$ cat src/inc/io_expander_defs.vh
`ifndef IO_EXPANDER_DEFS_VH
`define IO_EXPANDER_DEFS_VH

// Fixed upper bits of the seven-bit slave address.
`define SLV_ADDR_HI       4'h4
// Command codes of the eight registers.
`define CMD_IN0           3'h0
`define CMD_IN1           3'h1
`define CMD_OUT0          3'h2
`define CMD_OUT1          3'h3
`define CMD_POL0          3'h4
`define CMD_POL1          3'h5
`define CMD_CFG0          3'h6
`define CMD_CFG1          3'h7
// Register reset values.
`define RST_OUT           8'hFF
`define RST_POL           8'h00
`define RST_CFG           8'hFF
`define RST_CMD           3'h0
// Bits per byte before the acknowledge slot.
`define BITS_PER_BYTE     4'h8

`endif

$ cat src/rtl/io_expander.v
`timescale 1ns/100ps
`include "io_expander_defs.vh"

module io_expander (
  input  wire        sys_clk_in,
  input  wire        sys_rst_in,
  input  wire        scl_in,
  input  wire        sda_in,
  output reg         sda_out,
  output reg         sda_oe_out,
  input  wire        addr_strap_0_in,
  input  wire        addr_strap_1_in,
  input  wire        addr_strap_2_in,
  input  wire [15:0] port_pin_in,
  output reg  [15:0] high_side_driver_out,
  output reg  [15:0] low_side_driver_out,
  output reg         alert_n_out,
  output reg         alert_n_oe_out
);

  // Bus machine states.
  localparam ST_IDLE  = 3'd0;
  localparam ST_ADDR  = 3'd1;
  localparam ST_AACK  = 3'd2;
  localparam ST_WRX   = 3'd3;
  localparam ST_WACK  = 3'd4;
  localparam ST_RTX   = 3'd5;
  localparam ST_RACK  = 3'd6;

  // Two-flop synchronisers; only the second stage and beyond feed logic.
  reg  [1:0]  scl_sync_q;
  reg  [1:0]  sda_sync_q;
  reg         scl_prev_q;
  reg         sda_prev_q;
  reg  [2:0]  strap_s1_q;
  reg  [2:0]  strap_s2_q;
  reg  [15:0] pin_s1_q;
  reg  [15:0] pin_s2_q;

  always @(posedge sys_clk_in) begin
    if (sys_rst_in) begin
      scl_sync_q <= 2'b11;
      sda_sync_q <= 2'b11;
      scl_prev_q <= 1'b1;
      sda_prev_q <= 1'b1;
      strap_s1_q <= 3'h0;
      strap_s2_q <= 3'h0;
      pin_s1_q   <= 16'h0000;
      pin_s2_q   <= 16'h0000;
    end else begin
      scl_sync_q <= {scl_sync_q[0], scl_in};
      sda_sync_q <= {sda_sync_q[0], sda_in};
      scl_prev_q <= scl_sync_q[1];
      sda_prev_q <= sda_sync_q[1];
      strap_s1_q <= {addr_strap_2_in, addr_strap_1_in, addr_strap_0_in};
      strap_s2_q <= strap_s1_q;
      pin_s1_q   <= port_pin_in;
      pin_s2_q   <= pin_s1_q;
    end
  end

  wire scl_s    = scl_sync_q[1];
  wire sda_s    = sda_sync_q[1];
  wire scl_rise = scl_s & ~scl_prev_q;
  wire scl_fall = ~scl_s & scl_prev_q;
  // SDA moving while SCL stays high is a control event, not data.
  wire start_ev = scl_s & scl_prev_q & sda_prev_q & ~sda_s;
  wire stop_ev  = scl_s & scl_prev_q & ~sda_prev_q & sda_s;

  // Own address: fixed high nibble plus straps.
  wire [6:0] own_addr = {`SLV_ADDR_HI, strap_s2_q};

  // Registers and bus machine state.
  reg  [2:0]  state_q;
  reg  [3:0]  bit_cnt_q;
  reg  [7:0]  shift_q;
  reg  [2:0]  cmd_q;
  reg         cmd_seen_q;
  reg  [7:0]  out0_q;
  reg  [7:0]  out1_q;
  reg  [7:0]  pol0_q;
  reg  [7:0]  pol1_q;
  reg  [7:0]  cfg0_q;
  reg  [7:0]  cfg1_q;
  reg  [15:0] in_cap_q;
  reg         rd_nack_q;

  // Reported input value with polarity applied.
  wire [15:0] in_view = pin_s2_q ^ {pol1_q, pol0_q};

  // Read multiplexer over the eight registers.
  reg [7:0] rd_data;
  always @* begin
    case (cmd_q)
      `CMD_IN0:  rd_data = in_view[7:0];
      `CMD_IN1:  rd_data = in_view[15:8];
      `CMD_OUT0: rd_data = out0_q;
      `CMD_OUT1: rd_data = out1_q;
      `CMD_POL0: rd_data = pol0_q;
      `CMD_POL1: rd_data = pol1_q;
      `CMD_CFG0: rd_data = cfg0_q;
      default:   rd_data = cfg1_q;
    endcase
  end

  // Pair partner: flip the low bit of the selection.
  wire [2:0] cmd_next = {cmd_q[2:1], ~cmd_q[0]};

  // Data of the partner register, preloaded for the next read byte.
  reg [7:0] rd_data_next;
  always @* begin
    case (cmd_next)
      `CMD_IN0:  rd_data_next = in_view[7:0];
      `CMD_IN1:  rd_data_next = in_view[15:8];
      `CMD_OUT0: rd_data_next = out0_q;
      `CMD_OUT1: rd_data_next = out1_q;
      `CMD_POL0: rd_data_next = pol0_q;
      `CMD_POL1: rd_data_next = pol1_q;
      `CMD_CFG0: rd_data_next = cfg0_q;
      default:   rd_data_next = cfg1_q;
    endcase
  end

  // A read of an input port captures it, as a stop does; either one clears that port's alert.
  reg cap0_pulse;
  reg cap1_pulse;
  always @* begin
    cap0_pulse = 1'b0;
    cap1_pulse = 1'b0;
    if (state_q == ST_RACK && scl_fall) begin
      cap0_pulse = (cmd_q == `CMD_IN0);
      cap1_pulse = (cmd_q == `CMD_IN1);
    end
  end

  // Bus machine and register writes.
  always @(posedge sys_clk_in) begin
    if (sys_rst_in) begin
      state_q    <= ST_IDLE;
      bit_cnt_q  <= 4'h0;
      shift_q    <= 8'h00;
      cmd_q      <= `RST_CMD;
      cmd_seen_q <= 1'b0;
      out0_q     <= `RST_OUT;
      out1_q     <= `RST_OUT;
      pol0_q     <= `RST_POL;
      pol1_q     <= `RST_POL;
      cfg0_q     <= `RST_CFG;
      cfg1_q     <= `RST_CFG;
      rd_nack_q  <= 1'b0;
      sda_out    <= 1'b0;
      sda_oe_out <= 1'b0;
    end else if (start_ev) begin
      // A repeated start is taken at any point and restarts the address phase.
      state_q    <= ST_ADDR;
      bit_cnt_q  <= 4'h0;
      sda_oe_out <= 1'b0;
    end else if (stop_ev) begin
      state_q    <= ST_IDLE;
      sda_oe_out <= 1'b0;
    end else begin
      case (state_q)
        ST_IDLE: begin
          sda_oe_out <= 1'b0;
        end
        ST_ADDR, ST_WRX: begin
          if (scl_rise) begin
            shift_q   <= {shift_q[6:0], sda_s};
            bit_cnt_q <= bit_cnt_q + 4'h1;
          end else if (scl_fall && bit_cnt_q == `BITS_PER_BYTE) begin
            bit_cnt_q <= 4'h0;
            if (state_q == ST_ADDR) begin
              // General call (all zero) never matches the 0100 prefix.
              if (shift_q[7:1] == own_addr && shift_q[7:1] != 7'h00) begin
                sda_oe_out <= 1'b1;
                cmd_seen_q <= 1'b0;
                state_q    <= ST_AACK;
              end else begin
                state_q <= ST_IDLE;
              end
            end else begin
              sda_oe_out <= 1'b1;
              state_q    <= ST_WACK;
              if (!cmd_seen_q) begin
                cmd_q      <= shift_q[2:0];
                cmd_seen_q <= 1'b1;
              end else begin
                case (cmd_q)
                  `CMD_OUT0: out0_q <= shift_q;
                  `CMD_OUT1: out1_q <= shift_q;
                  `CMD_POL0: pol0_q <= shift_q;
                  `CMD_POL1: pol1_q <= shift_q;
                  `CMD_CFG0: cfg0_q <= shift_q;
                  `CMD_CFG1: cfg1_q <= shift_q;
                  default:   ;
                endcase
                cmd_q <= cmd_next;
              end
            end
          end
        end
        ST_AACK: begin
          // Drive low through the whole high phase; on falling SCL release for a write, or put out the first data bit for a read.
          if (scl_fall) begin
            bit_cnt_q <= 4'h0;
            if (shift_q[0]) begin
              sda_oe_out <= ~rd_data[7];
              shift_q    <= {rd_data[6:0], 1'b0};
              state_q    <= ST_RTX;
            end else begin
              sda_oe_out <= 1'b0;
              state_q    <= ST_WRX;
            end
          end
        end
        ST_WACK: begin
          if (scl_fall) begin
            sda_oe_out <= 1'b0;
            state_q    <= ST_WRX;
          end
        end
        ST_RTX: begin
          if (scl_rise) begin
            bit_cnt_q <= bit_cnt_q + 4'h1;
          end else if (scl_fall) begin
            if (bit_cnt_q == `BITS_PER_BYTE) begin
              sda_oe_out <= 1'b0;
              state_q    <= ST_RACK;
            end else begin
              sda_oe_out <= ~shift_q[7];
              shift_q    <= {shift_q[6:0], 1'b0};
            end
          end
        end
        ST_RACK: begin
          if (scl_rise) begin
            rd_nack_q <= sda_s;
          end else if (scl_fall) begin
            if (rd_nack_q) begin
              sda_oe_out <= 1'b0;
              state_q    <= ST_IDLE;
            end else begin
              // Sequential reads alternate within the selected pair.
              bit_cnt_q  <= 4'h0;
              cmd_q      <= cmd_next;
              sda_oe_out <= ~rd_data_next[7];
              shift_q    <= {rd_data_next[6:0], 1'b0};
              state_q    <= ST_RTX;
            end
          end
        end
        default: begin
          state_q    <= ST_IDLE;
          sda_oe_out <= 1'b0;
        end
      endcase
    end
  end

  // Input capture: refreshed when a port is read or on stop, which clears the alert.
  always @(posedge sys_clk_in) begin
    if (sys_rst_in) begin
      in_cap_q <= 16'h0000;
    end else begin
      if (cap0_pulse || stop_ev) begin
        in_cap_q[7:0] <= pin_s2_q[7:0];
      end
      if (cap1_pulse || stop_ev) begin
        in_cap_q[15:8] <= pin_s2_q[15:8];
      end
    end
  end

  // Mismatch on an input-configured pin raises the alert; a pin returning
  // to its captured value drops it again without any read.
  wire [15:0] cfg_all  = {cfg1_q, cfg0_q};
  wire        mismatch = |((pin_s2_q ^ in_cap_q) & cfg_all);

  // Pin drivers and open-drain alert, all registered.
  always @(posedge sys_clk_in) begin
    if (sys_rst_in) begin
      high_side_driver_out <= 16'h0000;
      low_side_driver_out  <= 16'h0000;
      alert_n_out          <= 1'b0;
      alert_n_oe_out       <= 1'b0;
    end else begin
      high_side_driver_out <= ~cfg_all & {out1_q, out0_q};
      low_side_driver_out  <= ~cfg_all & ~{out1_q, out0_q};
      alert_n_out          <= 1'b0;
      alert_n_oe_out       <= mismatch;
    end
  end

endmodule

$ cat config.mk
export PLATFORM = sky130hd
export DESIGN_NAME = io_expander
export DESIGN_NICKNAME = d
export VERILOG_FILES = /design/src/rtl/io_expander.v
export VERILOG_INCLUDE_DIRS = /design/src /design/src/inc
export SDC_FILE = /design/constraint.sdc
export NUM_CORES = 1
export LEC_CHECK = 0
export BUFFER_PORTS_ARGS = -buffer_cell sky130_fd_sc_hd__buf_2
export CORE_UTILIZATION = 25
export CTS_CLUSTER_SIZE = 10
export DETAILED_ROUTE_END_ITERATION = 8
export HOLD_SLACK_MARGIN = 0.03
export PLACE_DENSITY = 0.5
export SYNTH_ARGS = -nofsm -noshare
export SYNTH_HDL_FRONTEND = slang
export SYNTH_SLANG_ARGS = --single-unit
export TNS_END_PERCENT = 20
$ cat constraint.sdc
create_clock -name sys_clk_in -period 1.85 [get_ports sys_clk_in]
set_input_delay 0.0925 -clock sys_clk_in [delete_from_list [all_inputs] [get_ports sys_clk_in]]
set_output_delay 0.0925 -clock sys_clk_in [all_outputs]
set_load 0.005 [all_outputs]
==> results summary, run 1 <==
The die height is 173 um. The number of synthesized register bits came out at 162. By startpoint and endpoint, the worst setup path is classified as flop to flop. The area growth from synthesis to layout is 35.2%.

The floorplan step defined a core boundary enclosing 0.0287 mm^2. The power density over the cells is 775 mW/mm^2. Using the TritonRoute via totals, the vias-per-cell ratio works out to around 4.6.

The reg2reg setup slack came out at 0.006 ns. The number of iterations in the first detailed-routing pass came out at 5. After detailed routing, the average wire length per cell comes to 16.3 um. Across the routed clock network, the largest skew measured is 0.0124 ns. The detail route stage leaves a number of antenna-violating nets equal to 0.

The worst hold path begins at scl_in. The number of max-cap violations came out at 0. VDD sags by at most 0.525 mV.

The clock transition time at the flip-flop clock pins of the worst setup and hold paths came out at 0.06 ns. The startpoint identified for the worst register-to-register timing path is bit_cnt_q[1]. The HPWL reported at the end of detailed placement is 16400 um. The footprint of the flip-flops and latches came out at about 0.0033 mm^2. The netlist area before placement is 0.00728 mm^2. The endpoint of the worst hold-timing path is scl_sync_q[0]. The static leakage came out at between 4 and 5 nW.

The initial antenna violation count is 0. The data arrival at the endpoint of the critical path is 2.16 ns. Leaving out fill and tap cells, the most frequent cells in the layout are dfxtp_1 (154), buf_4 (111), nor2_1 (77). The part of the Yosys area used for sequential elements came out at 0.445. The count of cells along the worst register-to-register path came out at 9. The number of hold violations in the final report came to 0.

The first-pass GRT wire length came out at between 30000 and 40000 um. After synthesis, the cell types taking the most area are dfxtp_1 (45%), nor2b_1 (5.1%), mux2i_1 (4.9%). After detailed placement, the total cell area comes to 0.00872 mm^2. The post-route total power came out at 0.00763 W. The number of buffers added by the clock tree synthesis step came out at 17. The iteration-0 DRC count of the detailed router came out at 402. The mean post-synth cell area came out at 8.87 um^2. The class of the worst hold path is input pin to flop. At the placement stage, the worst setup path has a slack of -0.181 ns. The number of slew-limit violations in the final report came to 0.

After filler insertion, the fill cell instance count of the layout stands at 3009. The flow ran to the end, and the final reports show no timing, DRC or antenna violations. The total of warnings raised by yosys came out at 0.

Setup violations remaining at the end of the flow were counted as 0. The maximum number of pins on one net before global-route repair came out at 38. The post-route clock period utilization is 0.997. Clock tree synthesis selected as its root buffer the cell clkbuf_16. The number of clock sinks is 162. The delay of the slowest critical-path stage is 0.32 ns.

The width of the die came out at 173 um. The ratio of cells with drive above 1 in the final layout is 0.288. The total number of H-tree levels came out at 4. The largest fanout on the critical path is 8. The time the final worst path needs with I/O delays and setup came out at 1.84 ns.

The top-level I/O count came out at 59. The startpoint type of the worst setup path is a flop. The number of cells on the worst hold path is 3.

The worst setup path is captured at a flop. Setup repair after global routing could not meet its margin everywhere. The dominant synthesized flop cell is dfxtp_1. The final instance area came out at 0.00985 mm^2. The floorplan step defined a die boundary enclosing 0.0298 mm^2. The maximum clock frequency is 542 MHz. The post-placement cell count came out at 1315.

The number of buffers on the longest clock path is 2. Leaving out filler cells and counting taps, the final layout contains 1372. The count of inserted antenna diode cells is 0. The gate count after technology mapping is 821.

The effective utilization at floorplan is 0.254. The async set-reset flop share out of synthesis is 0. TritonCTS built the clock tree. The routed wire length is 22400 um. Adding up every negative setup slack in the final design gives 0 ns.

The final global-route overflow total is 0. The worst path setup slack after routing came out at roughly 0.0064 ns. The data required time at the worst endpoint is roughly 2.2 ns. The count of buffers added on input and output ports is 56.

Walking the worst path, the cells encountered are inv_2 > ha_4 > nand3b_1 > nor3_2 > and3_4 > nand3_4 > buf_12 > nor3_1 > a21oi_1. The later pin in the worst-skew pair is clocked with a latency of 0.44 ns. The routability congestion estimate is 0.856. The number of global-route vias before repair is 5990. Counting flops with a built-in enable in the synthesized netlist gives 0. The largest total area in the synthesized netlist belongs to dfxtp_1. Among all stages on the critical path, the largest delay is contributed by dfxtp_2. The number of distinct library cells after synthesis is 64. The final route contains 6353 vias. Summing all multi-input logic gate instances after layout gives ~0.0039 mm^2.

The number of design rule violations left after detail routing came out at 0. The number of rows in the core area is 62. Of the post-synthesis cell area, the dominant cell type holds 0.445. The number of nets at the end of the flow came out at 1000. Leaving out fill and tap cells, the most frequent cell in the layout is dfxtp_1. The total global routing track utilization came out at 0.152. The worst register-to-register path ends at cfg0_q[7].
==> metrics by stage <==
step	util	hold WS, ns
global route	0.343	0.400
detailed placement	0.304	0.281
floorplan	-	0.196
finish	0.343	0.386
CTS	0.335	0.372
global placement	0.304	0.278
==> cells by family (layout without fill, tap and decap cells) <==
family,count (synthesis),after routing,share of synthesized area
adders and majority gates,2,2,0.00344
muxes,48,48,0.0773
and+or+nand+nor,325,325,0.232
xor gates and xnor gates,41,41,0.0493
AOI/OAI and AO/OA,155,155,0.138
buffers and inverters,87,253,0.0545
other,1,2,0.000515
DFF,162,162,0.445
==> layer usage <==
layer  track usage  routed length (um)
met5             0                   0
met4        0.0457                 351
met3        0.0292                1120
met2         0.223                9510
met1         0.224               11400
==> critical path, delay by kind of cell (launching register included) <==
family / cells / cell delay, ns
flip-flops: 1 / 0.32
AO/OA/AOI/OAI: 1 / 0.06
adder cells (fa/ha/maj): 1 / 0.13
AND/OR/NAND/NOR: 5 / 0.98
buffers and inverters: 2 / 0.24
==> flip-flops by register name, summed over array words and instances (netlist names), 16 cells and up <==
| name | flops |
|---|---|
| high_side_driver_out | 16 |
| in_cap_q | 16 |
| low_side_driver_out | 16 |
| pin_s1_q | 16 |
| pin_s2_q | 16 |
==> synth_stat cells, types with 6 or more instances <==
cell,number
dfxtp_1,162
nor2_1,79
a21oi_1,59
nor2b_1,59
nor3_1,50
nand2_1,45
mux2i_1,36
clkbuf_1,32
nand3_1,27
xor2_1,24
buf_2,23
inv_1,21
o21ai_0,19
xnor2_1,17
nor3b_1,11
buf_4,9
a211o_1,8
a22oi_1,8
and2_1,8
nand2b_1,8
or2_2,8
a31oi_1,7
a32oi_1,7
and3_1,6
mux2_2,6
mux4_2,6
o221ai_1,6
==> where the power goes <==
part,internal (W),switching (W)
registers,0.00353,0.0000369
clock network,0.00206,0.00166
logic,0.000173,0.000178
==> worst max path at each step <==
stage	from	endpoint	slack, ns	depth (start not counted)
3_3_place_gp	cmd_q[0]	shift_q[5]	-0.18	5
5_1_grt	bit_cnt_q[1]	pol1_q[2]	-0.1	9
3_5_place_dp	scl_prev_q	shift_q[1]	-0.18	8
4_1_cts	bit_cnt_q[1]	shift_q[5]	-0.03	9
2_1_floorplan	bit_cnt_q[0]	shift_q[2]	-0.01	9
6_report	bit_cnt_q[1]	cfg0_q[7]	0.006	9
==> timing repair <==
action | CTS | global route
setup buffers | 2 | 1
pin swaps | 6 | 23
gates resized for setup | 14 | 44
hold endpoints to repair | 28 | 0
hold buffers | 22 | 0
cloned | 0 | 1
endpoints found under the setup margin | 36 | 77
==> cell type report <==
type	count	area share
well taps	384	0.0488
clock buffers	17	0.0432
repair buffers	200	0.157
flip-flops and latches	162	0.331
clock inverters	15	0.0193
inverters	21	0.00839
multi-input cells	573	0.393
Power figures use the tool's default switching activity.
==> run 2: changes to the inputs <==
CORE_UTILIZATION = 54   (was 25)
PLACE_DENSITY = 0.85   (was 0.5)
==> run 2 against run 1 <==
  * The run now ends with setup timing left
  * Die area fell by 53%
  * Cell count fell by 16%
  * First-iteration DRC count rose by 89%
  * Global-route usage up 15 points
  * Clock skew is 0.00095 ns higher
  * Clock-buffer cell count stayed put
  * Non-clock buffer count fell by 13
  * Power decreased by 3.2%
  * Wire length shrank 5.7%
  * Critical path type unchanged
  * Critical endpoint is now cfg0_q[3]
  * Largest cell class unchanged
==> results summary, run 2 (same netlist as run 1, synthesis figures left out) <==
The flow ran to the end, but the final reports show violations. The final reports fail on setup timing. TritonCTS built the clock tree. The number of global-route vias before repair came to 6152. Subtracting the final worst setup slack from the clock period gives 1.90 ns. The cell that appears most often on the critical path is buf_6. The number of hold violations in the final report came out at 0.

The number of rows in the core area came out at 42. Among cell families on the critical path, the largest total delay comes from simple AND/OR/NAND/NOR gates. The number of max-cap violations is 0. The highest ir drop seen on vdd is 0.828 mV. The count of input and output buffers came out at between 50 and 60. The number of slew-limit violations in the final report is 0. The post-route clock period utilization is 1.03. The final count of negative-setup-slack endpoints is 18. The longest clock path from root to sink contains 2 buffers. The routability congestion estimate came out at slightly above 1. The worst register-to-register path begins at bit_cnt_q[0].

The width of the die came out at 118 um. In the post-route analysis, the smallest setup slack over all paths is -0.0546 ns. The total global routing track utilization is 0.299. The data required time at the worst endpoint is roughly 2.2 ns. Across all register-to-register paths, the minimum setup slack is -0.05 ns. Setup repair after global routing could not meet its margin everywhere. The via count is ~6600. The static leakage came out at 4.04 nW.

In the layout the commonest cells are dfxtp_1 (156), buf_4 (87), nor2_1 (76). The growth of design area from synthesis to finish came out at 31.5%. The final routed wire length divided by cell count is ~18 um. The cell type of the slowest stage on the worst timing path is dfxtp_2. The count of cells along the worst register-to-register path came out at 10.

The worst hold path belongs to the class input pin to flop. Summed over all failing endpoints, the final setup total negative slack is -0.388 ns. The number of cells in the finished layout apart from fillers came out at 1151. The largest fanout on the critical path is 16.

The endpoint of the lowest-slack register-to-register path is cfg0_q[3]. The area of the core came out at 0.0132 mm^2. Including well taps, the total number of placed cells is 1089.

The worst hold path startpoint is sda_in. The most common cell after layout, fill and taps aside is dfxtp_1. The maximum number of pins on one net before global-route repair is 103. The detailed-route vias per instance is 5.77. Tracing the worst setup path back leads to its startpoint at bit_cnt_q[0]. The number of iterations in the first detailed-routing pass is 7. The die height came out at 118 um. The first-pass GRT wire length is 31900 um.

The maximum clock frequency came out at between 500 and 600 MHz. Dividing total power by cell area gives a power density of 772 mW/mm^2. The die area came out at 0.0140 mm^2. The largest single stage delay on the critical path is 0.32 ns. The type of element capturing the critical path is a flop. The number of nets at the end of the flow is 987.

The worst clock skew came out at 0.0134 ns. between 50 and 60 I/O pins were placed. The signal on the critical path passes through inv_2 > ha_4 > nand3b_1 > nor3_2 > and3_4 > buf_6 > nand3_1 > buf_6 > nor3_1 > a21oi_1. The worst path buffer plus inverter count is 3. The effective utilization at floorplan came out at 0.552.

The initial antenna violation count was 1. The HPWL reported at the end of detailed placement came out at 14100 um. The routed design has roughly 21000 um of wire. The total number of H-tree levels came out at 4. The number of cells on the worst hold path came out at 3. The data arrival at the endpoint of the critical path is about 2.2 ns. The number of buffers added by the clock tree synthesis step came out at 17.

The ratio of cells with drive above 1 in the final layout is 0.283. The hold slack came out at 0.384 ns. In this run the clock root is driven by a clkbuf_16. The repair_antennas step left the layout with diodes totalling 0. The startpoint type of the worst setup path is a flop. The final global-route overflow total came out at 0. The clock transition time at the flip-flop clock pins of the worst setup and hold paths is approximately 0.06 ns.

The count of filler cells inserted in the layout is approximately 900. The endpoint of the worst hold-timing path is sda_sync_q[0]. In this run, the number of DRC markers left after iteration 0 of detailed routing was 758. The type of the worst setup path is flop to flop. The final antenna-violating net count came out at 0. The number of design rule violations left after detail routing is 0. The number of clock sinks came out at 162. The clock latency on the worst-skew pair is ~0.44 ns.
run 2: cell count changes in the layout (fill, tap and decap cells not counted), sizes merged:
cell,delta
buf,-14
clkinv,+4
clkinvlp,-2
bufinv,-1
clkbuf,+1
inv,-1
run 2: area by class of cell:
class	count	area [um^2]	share of cell area
clock buffer	17	425	0.0444
sequential	162	3250	0.340
inverter	21	85.1	0.00888
multi-input combinational	573	3930	0.410
clock inverter	15	150	0.0157
timing repair buffer	187	1510	0.158
tap	176	220	0.0230
run 2: timing repair:
item | CTS | global route
setup buffers | 3 | 2
gates resized for setup | 11 | 66
setup endpoints to repair | 28 | 77
gates cloned | 0 | 3
hold endpoints to repair | 28 | 0
hold buffers | 22 | 0
pin swaps | 5 | 25
run 2: worst min-delay path, stage by stage:
cell,delay (ns)
dlygate4sd3_1,0.52
buf_2,0.09
or2_2,0.08
run 2: power by group:
group	leakage (nW)	internal, W	switching (W)	total [W]
registers	1.32	0.00353	0.0000357	0.00357
logic	2.43	0.000174	0.000184	0.000358
clock network	0.287	0.00189	0.00157	0.00346
run 2: stage by stage:
stage | util | area, um^2 | power, W | setup WS, ns
2_1_floorplan | - | 7320 | 0.00384 | -0.0124
5_1_grt | 0.726 | 9580 | 0.00758 | -0.167
6_report | 0.726 | 9580 | 0.00739 | -0.0546
3_3_place_gp | 0.632 | 8330 | 0.00394 | -0.0352
3_5_place_dp | 0.632 | 8330 | 0.00394 | -0.0903
4_1_cts | 0.699 | 9220 | 0.00737 | -0.00749
run 2: routing by layer:
layer	part of all wire	up-vias	wire, um	GRT usage
met4	0.033	2	693	0.139
li1	-	3136	-	-
met1	0.41	3097	8690	0.387
met2	0.46	352	9680	0.471
met3	0.098	60	2080	0.0690
met5	0.00061	-	13	0
run 2: worst max path at each step:
stage | to | slack (ns) | cells past startpoint
after CTS | in_cap_q[9] | -0.007 | 9
after global routing | out1_q[5] | -0.17 | 10
after floorplan | shift_q[2] | -0.01 | 9
final | cfg0_q[3] | -0.05 | 10
after detailed placement | shift_q[4] | -0.09 | 8
after global placement | shift_q[4] | -0.04 | 8
==> run 3: changes to the inputs <==
--- a/config.mk
+++ b/config.mk
@@ -8,2 +8,3 @@
 export LEC_CHECK = 0
+export ABC_AREA = 1
 export BUFFER_PORTS_ARGS = -buffer_cell sky130_fd_sc_hd__buf_2
--- a/constraint.sdc
+++ b/constraint.sdc
@@ -3,2 +3,2 @@
 set_output_delay 0.0925 -clock sys_clk_in [all_outputs]
-set_load 0.005 [all_outputs]
+set_load 0.01 [all_outputs]
==> run 3 against run 2 <==
  * The run now ends clean
  * Area after synthesis is 5.2% higher
  * Combinational power grew to 3.7 times the previous value
  * Die area grew 5.1%
  * Critical endpoint is now out0_q[1]
  * Synthesized cell count increased by 34%
  * Largest cell class unchanged
  * Clock power about the same
  * Design area decreased by 4.0%
  * Sequential power up 4%
  * Maximum frequency grew 5.8%
  * Global-route usage rose by 2.3 points
  * First-iteration DRC count grew 35%
  * Clock-buffer cell count up 2
==> results summary, run 3 <==
The iteration-0 DRC count of the detailed router came out at 1020. The number of buffers added by the clock tree synthesis step is 17. The number of global-route vias before repair is slightly below 7000. The number of hold violations in the final report is 0. The first-pass GRT wire length is 35700 um.

The effective utilization at floorplan is 0.552. Summed over all instances, the cell type with the most area after synthesis is dfxtp_1. In the final timing run, aggregate negative setup slack is 0 ns.

The H-tree generated during clock tree synthesis spans 4 levels. Sorting the synthesized cells by area gives the leading types as dfxtp_1 (42%), nand2_1 (14%), nor2_1 (6.5%). Yosys instantiated no cell more often than nand2_1. The routed design has between 20000 and 25000 um of wire. Counting flops with a built-in enable in the synthesized netlist gives 0. The startpoint identified for the worst hold timing path is sys_rst_in. In the global route stage, overall resource usage came out at 0.321. Synthesis produced a netlist whose cell count is 1100. In the synthesized netlist, the cells that appear most often are nand2_1 (286), dfxtp_1 (162), nor2_1 (132).

The count of input and output buffers is 56. In this run the worst path has a maximum fanout of 16. The final antenna-violating net count came out at 0. The ratio of cells with drive above 1 in the final layout is 0.162. The growth of design area from synthesis to finish came out at 20.0%. The tree built by TritonCTS fans out to 162 sinks. The data required time at the worst endpoint is 2.14 ns.

After synthesis the netlist holds a flip-flop and latch count of roughly 160. The count of filler cells inserted in the layout is roughly 1200. The async set-reset flop share out of synthesis is 0. The number of max-cap violations came out at 0. The area fraction of the dominant cell type after synthesis came out at 0.423. The power density over the cells came out at between 900 and 1000 mW/mm^2. No sink is reached through more buffers than the 2 on the longest clock path.

The area of the core is 0.0139 mm^2. The run finished with clean final reports. TritonCTS built the clock tree.

The die area came out at 0.0147 mm^2. The tightest min-delay check is of the input pin to flop type. The part of the Yosys area used for sequential elements came out at 0.423. The cell area that synthesis handed to floorplanning was 0.00766 mm^2. The initial antenna violation count was 0.

The clock transition time at the flip-flop clock pins of the worst setup and hold paths came out at 0.07 ns. The total overflow left after global routing is 0. At the later pin of the worst-skew pair, clock insertion delay measures 0.43 ns. The number of rows in the core area came out at 43. The routed layout has 7680 vias. The final core utilization came out at 0.662. The width of the die is 121 um.

The HPWL reported at the end of detailed placement came out at 16300 um. For this run, design rule violations remaining after detail routing come to 0. In this run the worst setup path begins at state_q[2].

The final instance area is about 0.0092 mm^2. The count of inserted antenna diode cells is 0. The worst flop-to-flop path startpoint is state_q[2]. The maximum clock frequency is about 560 MHz. In this run the static leakage power is 4.59 nW. The data arrival at the endpoint of the critical path came out at 2.08 ns. The mean post-synth cell area is 6.96 um^2. After detailed placement, the total cell area comes to 0.00834 mm^2. The highest ir drop seen on vdd is 0.629 mV.

After detailed routing, the average wire length per cell comes to 16.6 um. The startpoint type of the worst setup path is a flop. The top-level I/O count came out at 59. Leaving out fill and tap cells, the most frequent cell in the layout is nand2_1.

The die height came out at 121 um. Leaving out fill and tap cells, the most frequent cells in the layout are nand2_1 (286), dfxtp_1 (162), nor2_1 (132). The detailed-route vias per instance came out at 5.53.

The total of warnings raised by yosys is 0. Setup violations remaining at the end of the flow were counted as 0. The maximum number of pins on one net before global-route repair is 80. The most used flip-flop cell after synthesis is dfxtp_1. The post-route clock period utilization came out at 0.973. The number of slew-limit violations in the final report is 0.

Across the routed clock network, the largest skew measured is 0.00892 ns. The setup path with the least slack is of type flop to flop. The root buffer cell chosen for the clock tree is clkbuf_16. The number of nets at the end of the flow came out at 1222. The number of different library cells used by synthesis comes to 38. The worst setup path is captured at a flop. The number of iterations in the first detailed-routing pass is 6. The routability congestion estimate came out at 0.938. The time the final worst path needs with I/O delays and setup came out at 1.80 ns.
[run 3: changes by cell type after synthesis, sizes merged, moves of 14 or more]
cell,delta
clkbuf,-14
nand2,+250
nor3,-18
nor2b,-59
o21ai,+51
nand3,+19
o211ai,+28
mux2i,-36
xor2,-20
xnor2,-14
a21oi,+24
inv,+116
nor2,+67
[run 3: layout make-up]
cell class / instances / area, um^2 / share of cell area
clock inverter: 13 / 128 / 0.0139
multi-input combinational: 759 / 3700 / 0.402
inverter: 138 / 518 / 0.0563
sequential: 162 / 3240 / 0.353
tap: 180 / 225 / 0.0245
timing repair buffer: 119 / 931 / 0.101
clock buffer: 19 / 453 / 0.0493
[run 3: final timing paths]
path                                     end  slack (ns)  depth (start not counted)
worst max-delay path               out0_q[1]        0.05                          7
worst max register to register     out0_q[1]        0.05                          7
worst min register to register  pin_s2_q[15]        0.40                          2
worst min-delay path              shift_q[5]        0.18                          3
[run 3: cell families (layout without fill, tap and decap cells)]
family | after synthesis | in the layout | synth area share
and+or+nand+nor | 548 | 550 | 0.319
AOI/OAI and AO/OA | 198 | 198 | 0.144
buffers and inverters | 182 | 289 | 0.102
DFF | 162 | 162 | 0.423
xor gates and xnor gates | 7 | 7 | 0.00800
adders and majority gates | 2 | 2 | 0.00327
other | 1 | 2 | 0.000489
[run 3: power by group]
group          total, W  leakage (nW)  switching [W]  internal [W]
Combinational   0.00132          3.01       0.000848      0.000472
Sequential      0.00370          1.32      0.0000929       0.00360
Clock           0.00344         0.265        0.00150       0.00194
[run 3: critical path, stage by stage (launching register included)]
cell and delay [ns]:
dfxtp_1 0.42, nor2_4 0.25, nand3_4 0.15, nor2_8 0.14, buf_12 0.15, nand4_4 0.23, nand2_1 0.18, o211ai_1 0.12
[run 3: through the flow]
stage          total power [W]  setup WS, ns  hold slack, ns  std cells
2_1_floorplan          0.00464         0.189           0.196       1101
3_3_place_gp           0.00498        0.0976           0.277       1334
3_5_place_dp           0.00499      -0.00315           0.277       1334
4_1_cts                0.00841        0.0281           0.172       1388
5_1_grt                0.00876       -0.0190           0.200       1390
6_report               0.00846        0.0504           0.176       1390
[run 3: repair_timing]
action,CTS,global route
hold buffers,21,0
gates resized for setup,0,12
cloned,0,2
setup endpoints to repair,4,36
pin swaps,2,4
endpoints found under the hold margin,21,0
buffers inserted,1,0
[run 3: routing by layer]
metal / track usage / vias up / routed length [um]
met4: 0.130 / 0 / 791
li1: - / 3712 / -
met5: 0 / - / 0
met3: 0.0611 / 63 / 2250
met1: 0.437 / 3433 / 9800
met2: 0.499 / 472 / 10200
